[config.mk]
export PLATFORM = sky130hd
export DESIGN_NAME = wdt_vmon
export DESIGN_NICKNAME = d
export VERILOG_FILES = /design/src/pkg/wdt_vmon_pkg.sv /design/src/rtl/wdt_vmon.sv
export VERILOG_INCLUDE_DIRS = /design/src /design/src/pkg
export SDC_FILE = /design/constraint.sdc
export NUM_CORES = 1
export LEC_CHECK = 0
export BUFFER_PORTS_ARGS = -buffer_cell sky130_fd_sc_hd__buf_2
export CAP_MARGIN = 20
export CORE_ASPECT_RATIO = 0.75
export CORE_MARGIN = 2
export CORE_UTILIZATION = 50
export DETAILED_ROUTE_END_ITERATION = 6
export PLACE_DENSITY = 0.86
export SYNTH_ARGS = -nofsm -noshare
export SYNTH_HDL_FRONTEND = slang
export SYNTH_SLANG_ARGS = --single-unit
[constraint.sdc]
create_clock -name clk_i -period 3.3 [get_ports clk_i]
set_clock_uncertainty 0.05 [all_clocks]
set_input_delay 0.33 -clock clk_i [delete_from_list [all_inputs] [get_ports clk_i]]
set_output_delay 0.33 -clock clk_i [all_outputs]
set_load 0.02 [all_outputs]
[src/pkg/wdt_vmon_params.svh]
// Offsets, field positions, reset values and timing counts of the watchdog block
`ifndef WDT_VMON_PARAMS_SVH
`define WDT_VMON_PARAMS_SVH

// ---------------------------------------------------------------
// Register byte offsets
// ---------------------------------------------------------------
`define OFS_WATCHDOG_CONTROL 8'h00
`define OFS_RESET_CONTROL_STATUS 8'h04
`define OFS_PERIPHERAL_IRQ_FLAGS_TWO 8'h08
`define OFS_IRQ_STATUS 8'h0c
`define OFS_IRQ_MASK 8'h10

// ---------------------------------------------------------------
// Field positions
// ---------------------------------------------------------------
`define BIT_SW_WATCHDOG_ENABLE 0
`define BIT_SHARED_SFR_SELECT 4
`define BIT_CORE_VOLTAGE_OK_STATUS 6
`define BIT_REGULATOR_SLEEP_LOWPOWER 7
`define BIT_BROWNOUT_FLAG 0
`define BIT_TIMEOUT_STATUS 3
`define BIT_LOW_VOLTAGE_IRQ_FLAG 2
`define IRQ_LOW_VOLTAGE 0
`define IRQ_TIMEOUT 1
`define IRQ_BROWNOUT 2

// ---------------------------------------------------------------
// Reset values
// ---------------------------------------------------------------
`define RST_RESET_CONTROL_STATUS 8'h09
`define RST_IRQ_MASK 3'h0

// ---------------------------------------------------------------
// Timing
// ---------------------------------------------------------------
`define CLK_FREQ_MHZ 40
`define WDT_BASE_PERIOD_US 4000
`define WDT_BASE_CYCLES (`WDT_BASE_PERIOD_US * `CLK_FREQ_MHZ)
`define REG_STABILIZE_US 20
`define REG_STABILIZE_CYCLES (`REG_STABILIZE_US * `CLK_FREQ_MHZ)

`endif

[src/pkg/wdt_vmon_pkg.sv]
// Types shared by the watchdog and core voltage monitor block
package wdt_vmon_pkg;

    // ---------------------------------------------------------------
    // Wishbone classic request carrier
    // ---------------------------------------------------------------
    typedef struct packed {
        logic cyc;
        logic stb;
        logic we;
        logic [7:0] adr;
        logic [3:0] sel;
        logic [31:0] dat;
    } wb_req_s;

    // Power state of the core as seen by the wake-up logic
    typedef enum logic [1:0] {
        PWR_RUN,
        PWR_SLEEP,
        PWR_STABILIZE
    } power_state_e;

endpackage

[src/rtl/wdt_vmon.sv]
// Watchdog timer with core voltage monitor and Wishbone register slave
//
// The register offsets and register access over Wishbone are this design's own decisions.
`include "wdt_vmon_params.svh"

// Operation
// - Watchdog runs on RC time; enabling starts oscillator
// - Base watchdog period is nominally 4 ms
// - Base period feeds 16-bit postscaler, selectable tap
// - Scale code n divides by two to n
// - Sleep, clear instruction, clock failure clear counters
// - Control bit 0 is software enable, resets 0
// - Configuration enable forces watchdog on
// - Control bit 7 selects regulator low-power sleep
// - Low-voltage detect clears regulator low-power bit
// - Low-power sleep delays wake for regulator stabilizing
// - Control bit 6 shows live core voltage status
// - Voltage status and detection need regulator enabled
// - Core supply drop sets low-voltage flag bit 2
// - Low-voltage flag sets once per falling crossing
// - Device reset clears low-voltage flag
// - Control bit 4 selects shared register set
// - Control bits 5 and 3:1 read zero
// - Regulator dropout causes brown-out reset, flag recorded
module wdt_vmon #(
    parameter logic [17:0] BASE_CYCLES = 18'(`WDT_BASE_CYCLES)
) (
    input wire logic clk_i,
    input wire logic rst_i,
    input wire wdt_vmon_pkg::wb_req_s wb_req_i,
    output logic wb_ack_o,
    output logic [31:0] wb_dat_o,
    input wire logic cfg_watchdog_enable_i,
    input wire logic [3:0] timeout_scale_select_i,
    input wire logic sleep_instr_i,
    input wire logic clear_watchdog_instr_i,
    input wire logic clock_fail_i,
    input wire logic wake_request_i,
    input wire logic regulator_enable_i,
    input wire logic core_supply_ok_i,
    input wire logic regulator_dropout_i,
    output logic internal_rc_oscillator_on_o,
    output logic device_reset_o,
    output logic regulator_lowpower_sleep_o,
    output logic shared_sfr_select_o,
    output logic exec_enable_o,
    output logic irq_o
);
    import wdt_vmon_pkg::*;

    localparam logic [11:0] STAB_CYCLES = 12'(`REG_STABILIZE_CYCLES);

    // ---------------------------------------------------------------
    // Functions
    // ---------------------------------------------------------------

    // Terminal postscaler count for a scale code: two to the code, minus one
    function automatic logic [15:0] scale_mask(input logic [3:0] code);
        scale_mask = 16'((17'h1 << code) - 17'h1);
    endfunction

    // ---------------------------------------------------------------
    // Input synchronisers
    // ---------------------------------------------------------------
    logic [7:0] sync_a;
    logic [7:0] sync_b;
    logic cfg_en_s;
    logic [3:0] scale_sel_s;
    logic reg_en_s;
    logic core_ok_s;
    logic dropout_s;

    // Two flip-flops on every pin that comes from outside the clock domain
    always_ff @(posedge clk_i) begin
        if (rst_i) begin
            sync_a <= 8'h00;
            sync_b <= 8'h00;
        end else begin
            sync_a <= {core_supply_ok_i, regulator_dropout_i, regulator_enable_i,
                       timeout_scale_select_i, cfg_watchdog_enable_i};
            sync_b <= sync_a;
        end
    end

    assign cfg_en_s = sync_b[0];
    assign scale_sel_s = sync_b[4:1];
    assign reg_en_s = sync_b[5];
    assign dropout_s = sync_b[6];
    assign core_ok_s = sync_b[7];

    // ---------------------------------------------------------------
    // Register state and bus decode
    // ---------------------------------------------------------------
    logic sw_en;
    logic shared_sel;
    logic lp_sleep_en;
    logic [7:0] rst_status;
    logic lv_flag;
    logic [2:0] irq_status;
    logic [2:0] irq_mask;
    logic bus_req;
    logic wr_stb;
    logic rd_stb;
    logic lane0;
    logic [31:0] next_rdata;

    // A new access is taken only while no acknowledge is pending
    assign bus_req = wb_req_i.cyc & wb_req_i.stb & ~wb_ack_o;
    assign wr_stb = bus_req & wb_req_i.we;
    assign rd_stb = bus_req & ~wb_req_i.we;
    assign lane0 = wb_req_i.sel[0];

    // ---------------------------------------------------------------
    // Voltage monitor events
    // ---------------------------------------------------------------
    logic core_ok_d;
    logic dropout_d;
    logic lv_fall;
    logic bo_rise;

    // Previous levels for edge detection on synchronised signals
    always_ff @(posedge clk_i) begin
        if (rst_i) begin
            core_ok_d <= 1'b1;
            dropout_d <= 1'b0;
        end else begin
            core_ok_d <= core_ok_s;
            dropout_d <= dropout_s;
        end
    end

    // Falling crossing of the core supply, seen only with the regulator on
    assign lv_fall = reg_en_s & core_ok_d & ~core_ok_s;
    assign bo_rise = reg_en_s & dropout_s & ~dropout_d;

    // ---------------------------------------------------------------
    // Watchdog counters
    // ---------------------------------------------------------------
    logic running;
    logic [17:0] base_cnt;
    logic [15:0] post_cnt;
    logic base_tick;
    logic wdt_clear;
    logic timeout_evt;

    assign running = cfg_en_s | sw_en;
    assign base_tick = running & (base_cnt == BASE_CYCLES - 18'h1);
    assign wdt_clear = sleep_instr_i | clear_watchdog_instr_i | clock_fail_i;
    assign timeout_evt = base_tick & ~wdt_clear
                         & (post_cnt == scale_mask(scale_sel_s));

    // Base divider of the oscillator time
    always_ff @(posedge clk_i) begin
        if (rst_i) begin
            base_cnt <= 18'h0;
        end else if (wdt_clear || !running || base_tick || device_reset_o) begin
            base_cnt <= 18'h0;
        end else begin
            base_cnt <= base_cnt + 18'h1;
        end
    end

    // Postscaler counts base periods; restarts on every clear and expiry
    always_ff @(posedge clk_i) begin
        if (rst_i) begin
            post_cnt <= 16'h0;
        end else if (wdt_clear || !running || timeout_evt || device_reset_o) begin
            post_cnt <= 16'h0;
        end else if (base_tick) begin
            post_cnt <= post_cnt + 16'h1;
        end
    end

    // Oscillator runs whenever the watchdog is enabled
    always_ff @(posedge clk_i) begin
        if (rst_i) begin
            internal_rc_oscillator_on_o <= 1'b0;
        end else begin
            internal_rc_oscillator_on_o <= running;
        end
    end

    // Device reset pulse from watchdog expiry or brown-out
    always_ff @(posedge clk_i) begin
        if (rst_i) begin
            device_reset_o <= 1'b0;
        end else begin
            device_reset_o <= timeout_evt | bo_rise;
        end
    end

    // ---------------------------------------------------------------
    // Control register
    // ---------------------------------------------------------------
    logic ctrl_wr;

    assign ctrl_wr = wr_stb & lane0 & (wb_req_i.adr == `OFS_WATCHDOG_CONTROL);

    // Software enable and shared register select; cleared by any reset
    always_ff @(posedge clk_i) begin
        if (rst_i || device_reset_o) begin
            sw_en <= 1'b0;
            shared_sel <= 1'b0;
        end else if (ctrl_wr) begin
            sw_en <= wb_req_i.dat[`BIT_SW_WATCHDOG_ENABLE];
            shared_sel <= wb_req_i.dat[`BIT_SHARED_SFR_SELECT];
        end
    end

    // Regulator low-power bit; a low-voltage event beats a software write
    always_ff @(posedge clk_i) begin
        if (rst_i || device_reset_o) begin
            lp_sleep_en <= 1'b0;
        end else if (lv_fall) begin
            lp_sleep_en <= 1'b0;
        end else if (ctrl_wr) begin
            lp_sleep_en <= wb_req_i.dat[`BIT_REGULATOR_SLEEP_LOWPOWER];
        end
    end

    // ---------------------------------------------------------------
    // Reset status and low-voltage flag
    // ---------------------------------------------------------------
    logic rcs_wr;
    logic pir_wr;

    assign rcs_wr = wr_stb & lane0 & (wb_req_i.adr == `OFS_RESET_CONTROL_STATUS);
    assign pir_wr = wr_stb & lane0 & (wb_req_i.adr == `OFS_PERIPHERAL_IRQ_FLAGS_TWO);

    // Status bits are low after their event; a software write re-arms them
    always_ff @(posedge clk_i) begin
        if (rst_i) begin
            rst_status <= `RST_RESET_CONTROL_STATUS;
        end else begin
            if (rcs_wr) begin
                rst_status <= wb_req_i.dat[7:0] & `RST_RESET_CONTROL_STATUS;
            end
            if (timeout_evt) begin
                rst_status[`BIT_TIMEOUT_STATUS] <= 1'b0;
            end
            if (bo_rise) begin
                rst_status[`BIT_BROWNOUT_FLAG] <= 1'b0;
            end
        end
    end

    // Low-voltage flag: set on a falling crossing, cleared by software or reset
    always_ff @(posedge clk_i) begin
        if (rst_i || device_reset_o) begin
            lv_flag <= 1'b0;
        end else if (lv_fall) begin
            lv_flag <= 1'b1;
        end else if (pir_wr && !wb_req_i.dat[`BIT_LOW_VOLTAGE_IRQ_FLAG]) begin
            lv_flag <= 1'b0;
        end
    end

    // ---------------------------------------------------------------
    // Interrupt status, mask and output
    // ---------------------------------------------------------------
    logic irq_rd;
    logic [2:0] irq_events;

    assign irq_rd = rd_stb & (wb_req_i.adr == `OFS_IRQ_STATUS);
    assign irq_events = {bo_rise, timeout_evt, lv_fall};

    // Sticky events; a read clears them, but a coincident event survives
    always_ff @(posedge clk_i) begin
        if (rst_i) begin
            irq_status <= 3'h0;
        end else if (irq_rd) begin
            irq_status <= irq_events;
        end else begin
            irq_status <= irq_status | irq_events;
        end
    end

    // Mask register, one enable per status bit
    always_ff @(posedge clk_i) begin
        if (rst_i) begin
            irq_mask <= `RST_IRQ_MASK;
        end else if (wr_stb && lane0 && wb_req_i.adr == `OFS_IRQ_MASK) begin
            irq_mask <= wb_req_i.dat[2:0];
        end
    end

    // Level interrupt from the registered status
    always_ff @(posedge clk_i) begin
        if (rst_i) begin
            irq_o <= 1'b0;
        end else begin
            irq_o <= |(irq_status & irq_mask);
        end
    end

    // ---------------------------------------------------------------
    // Sleep and wake-up sequencing
    // ---------------------------------------------------------------
    power_state_e pwr_state;
    logic [11:0] stab_cnt;

    // Low-power sleep adds a regulator stabilizing wait before execution
    always_ff @(posedge clk_i) begin
        if (rst_i || device_reset_o) begin
            pwr_state <= PWR_RUN;
            stab_cnt <= 12'h0;
        end else begin
            case (pwr_state)
                PWR_RUN: begin
                    if (sleep_instr_i) begin
                        pwr_state <= PWR_SLEEP;
                    end
                end
                PWR_SLEEP: begin
                    if (wake_request_i && lp_sleep_en) begin
                        pwr_state <= PWR_STABILIZE;
                        stab_cnt <= 12'h0;
                    end else if (wake_request_i) begin
                        pwr_state <= PWR_RUN;
                    end
                end
                PWR_STABILIZE: begin
                    if (stab_cnt == STAB_CYCLES - 12'h1) begin
                        pwr_state <= PWR_RUN;
                    end else begin
                        stab_cnt <= stab_cnt + 12'h1;
                    end
                end
                default: begin
                    pwr_state <= PWR_RUN;
                end
            endcase
        end
    end

    // Pin-level outputs of the power sequencer and control register
    always_ff @(posedge clk_i) begin
        if (rst_i) begin
            exec_enable_o <= 1'b1;
            regulator_lowpower_sleep_o <= 1'b0;
            shared_sfr_select_o <= 1'b0;
        end else begin
            exec_enable_o <= (pwr_state == PWR_RUN);
            regulator_lowpower_sleep_o <= lp_sleep_en & (pwr_state == PWR_SLEEP);
            shared_sfr_select_o <= shared_sel;
        end
    end

    // ---------------------------------------------------------------
    // Read mux and acknowledge
    // ---------------------------------------------------------------

    // Unmapped offsets and reserved bits read as zero
    always_comb begin
        next_rdata = 32'h0;
        case (wb_req_i.adr)
            `OFS_WATCHDOG_CONTROL: begin
                next_rdata[`BIT_REGULATOR_SLEEP_LOWPOWER] = lp_sleep_en;
                next_rdata[`BIT_CORE_VOLTAGE_OK_STATUS] = core_ok_s & reg_en_s;
                next_rdata[`BIT_SHARED_SFR_SELECT] = shared_sel;
                next_rdata[`BIT_SW_WATCHDOG_ENABLE] = sw_en;
            end
            `OFS_RESET_CONTROL_STATUS: begin
                next_rdata[7:0] = rst_status;
            end
            `OFS_PERIPHERAL_IRQ_FLAGS_TWO: begin
                next_rdata[`BIT_LOW_VOLTAGE_IRQ_FLAG] = lv_flag;
            end
            `OFS_IRQ_STATUS: begin
                next_rdata[2:0] = irq_status;
            end
            `OFS_IRQ_MASK: begin
                next_rdata[2:0] = irq_mask;
            end
            default: begin
                next_rdata = 32'h0;
            end
        endcase
    end

    // One acknowledge per access, registered one cycle after the request and dropped the following cycle
    always_ff @(posedge clk_i) begin
        if (rst_i) begin
            wb_ack_o <= 1'b0;
            wb_dat_o <= 32'h0;
        end else begin
            wb_ack_o <= bus_req;
            if (rd_stb) begin
                wb_dat_o <= next_rdata;
            end
        end
    end
endmodule

==> impl_metrics.csv <==
group,metric,value,unit
run_status,run_status,"finished, final reports clean",
placed_design,numPortBuffers,45,
power_and_ir_drop,peakVddDrop,0.292,mV
placed_design,place_area,4790,um2
floorplanning,dieHeight,87.0,um
layout,design_area,5100,um2
worst_setup_path,critPathKind,"flip-flop to flip-flop",
route,m1WireLength,4840,um
floorplanning,coreArea,8970,um2
layout,area_growth,11.1,%
worst_hold_path,worstHoldPathType,"input port to flip-flop",
worst_setup_path,cp_max_fo,13,
floorplanning,die_x,115,um
worst_setup_path,setup.worst_path.end_class,"flip-flop",
worst_hold_path,hold_end,"sync_a[5]",
synthesis,avgSynthCellArea,8.71,um2
clocking,cts_made_buffers,9,
worst_setup_path,reg2regPathDepth,10,
synthesis,synth_edf_count,0,
synthesis,ys_types,72,
route,drc,0,
clocking,h-tree-depth,3,
clocking,cts_tree,"done",
route,drtAntennaViolNets,0,
clocking,insertion_delay,340,ps
synthesis,synth-async-reset-ratio,0,%
route,top_layer,"met4",
synthesis,ys.warnings.count,0,
sta,tns,0,ps
sta,drv_slew,0,
route,vias,3824,
sta,max_slew_margin,50.1,%
sta,hold_viol,0,
worst_setup_path,start_kind,"flip-flop",
layout,antenna_cells,0,
global_routing,grt_overflow,0,
sta,fin_ws,223,ps
floorplanning,initial_utilization,51.2,%
worst_setup_path,critPathArrivalTime,3270,ps
worst_hold_path,holdPathStages,2,
layout,layout_commonest_cell,"dfxtp_1",
placed_design,place_ws,179,ps
route,wl_met2,4560,um
layout,final_cell_mix,"dfxtp_1, nor2_1, buf_2, nand2_1, nor3_1",
route,route.met3.wl,573,um
worst_setup_path,ff2ff_setup_slack,220,ps
power_and_ir_drop,cellPowerDensity,467,nW/um2
synthesis,seq_area_frac_synth,40.1,%
sta,rsz0062_at_grt,"no",
layout,nets,630,
run,drv_cap,0,
global_routing,grt_use_total,20.9,%
floorplanning,dieArea,9970,um2
route,drtIter0Drc,291,
clocking,clock-root-buffer,"clkbuf_16",
placed_design,dp_hpwl,6960,um
sta,fmax,325,MHz
clocking,cts_buffer_depth,2,
sta,tightest_slew,742,ps
layout,drive_gt1_share,17.7,%
worst_setup_path,r2r-end,"post_cnt[3]",
layout,instances_no_fill,682,
global_routing,grt_pass1_wl,16800,um
power_and_ir_drop,power,2.38,mW
worst_setup_path,required,3500,ps
global_routing,grt_antenna_before_repair,0,
floorplanning,pin_count,100,
synthesis,synth-seq-cells,92,
placed_design,placed_cells,666,
worst_hold_path,min-delay-start,"regulator_enable_i",
route,via_per_inst,5.61,
layout,final_util,56.9,%
sta,setup_violations,0,
power_and_ir_drop,p_leak,1.91,nW
global_routing,grt_pass1_vias,3573,
floorplanning,row_count,30,
clocking,cts.sinks,92,
worst_setup_path,crit-reg2reg-launch,"sync_b[4]",
clocking,clkTransAtPathRegs,70,ps
synthesis,netlist_area,4590,um2
placed_design,gp_congestion,0.874,
route,dr.pass1.iters,5,
layout,fillers,770,
sta,layout_min_cycle_time,3080,ps
sta,holdWs,158,ps
synthesis,synth_ff_type,"dfxtp_1",
sta,period_share,93.3,%
global_routing,grt_max_degree,42,
route,routed_wl,10200,um
route,wl_per_cell,14.9,um
synthesis,syn_inst,527,
[sequential cells by signal, summed over array words and instances (netlist names), 2 cells and up]
name,cells
pwr_state,2
stab_cnt,12
wb_dat_o,7
base_cnt,18
rst_status,2
irq_status,3
post_cnt,16
sync_b,8
sync_a,8
irq_mask,3
[layer usage]
metal  global-route usage (%)  vias to the layer above
li1                         -                     1865
met1                     28.8                     1805
met2                     32.9                      137
met3                     3.27                       17
met4                     8.54                        0
met5                        0                        -
[worst max-delay path, cell delays in order (launching register included)]
cell and delay (ps):
dfxtp_1 330, or4_1 580, ha_2 310, buf_4 180
or4b_2 600, a21oi_1 170, nor4_1 80, o2111ai_1 210
nor4_4 90, buf_4 190, nor3_1 200
[worst max-delay path by stage]
stage / startpoint / endpoint / slack, ps / cells past startpoint
final: sync_b[4] / post_cnt[3] / 220 / 10
after global routing: sync_b[4] / post_cnt[3] / 110 / 10
after CTS: sync_b[4] / post_cnt[3] / 100 / 10
after detailed placement: sync_b[4] / post_cnt[3] / 180 / 10
after global placement: sync_b[4] / post_cnt[1] / 280 / 10
after floorplan: sync_b[1] / rst_status[3] / 280 / 12
[power breakdown]
group          switching [mW]  total, mW  internal [mW]  leakage, nW
sequential            0.00812       1.13           1.12        0.746
combinational           0.108      0.169         0.0617         1.00
clock                   0.456       1.08          0.623        0.157
total                   0.571       2.38           1.81         1.91
[final cells by class]
class                      count  area [um2]  share of cell area [%]
multi-input combinational    391        2440                    47.8
clock inverter                 6        75.1                    1.47
inverter                      14        52.6                    1.03
clock buffer                  10         239                    4.68
sequential                    92        1840                    36.1
tap                          112         140                    2.75
timing repair buffer          57         315                    6.18
[timing repair]
item,in CTS,in global routing
hold buffers,0,0
gates resized for setup,0,1
buffers inserted,0,0
endpoints found under the hold margin,0,0
setup endpoints to repair,0,2
[cell families after synthesis]
logic type      synth area share (%)
buf+inv                         8.78
compound gates                  10.9
other cells                   0.0817
fa+ha+maj                       1.09
mux                             1.83
xor+xnor                        8.59
simple gates                    28.6
flops                           40.1
[cell usage after synthesis, drive strengths merged, types with 2 or more instances]
library cell | instances | area (um2)
clkbuf | 16 | 71.3
or2 | 4 | 25.0
inv | 14 | 52.6
nor2b | 19 | 119
nand2b | 6 | 37.5
o2111a | 2 | 22.5
o211ai | 4 | 30.0
ha | 4 | 50.1
a311oi | 2 | 17.5
and4 | 4 | 37.5
or3 | 2 | 13.8
buf | 37 | 267
or4 | 3 | 22.5
a21o | 3 | 23.8
o221ai | 2 | 17.5
xnor2 | 21 | 184
nand2 | 32 | 120
and3 | 11 | 68.8
nand3b | 5 | 37.5
or4b | 3 | 33.8
xor2 | 24 | 210
a21oi | 24 | 120
nand3 | 27 | 135
nand4 | 9 | 56.3
nor4b | 6 | 65.1
nor3 | 29 | 145
nor4 | 3 | 48.8
a31oi | 5 | 31.3
mux2i | 5 | 50.1
mux2 | 3 | 33.8
o21ai | 7 | 35.0
o21bai | 2 | 18.8
dfxtp | 92 | 1840
o2111ai | 5 | 61.3
or2b | 2 | 17.5
nand4b | 3 | 26.3
and2 | 2 | 15.0
nor2 | 64 | 240
Power figures use the tool's default switching activity.
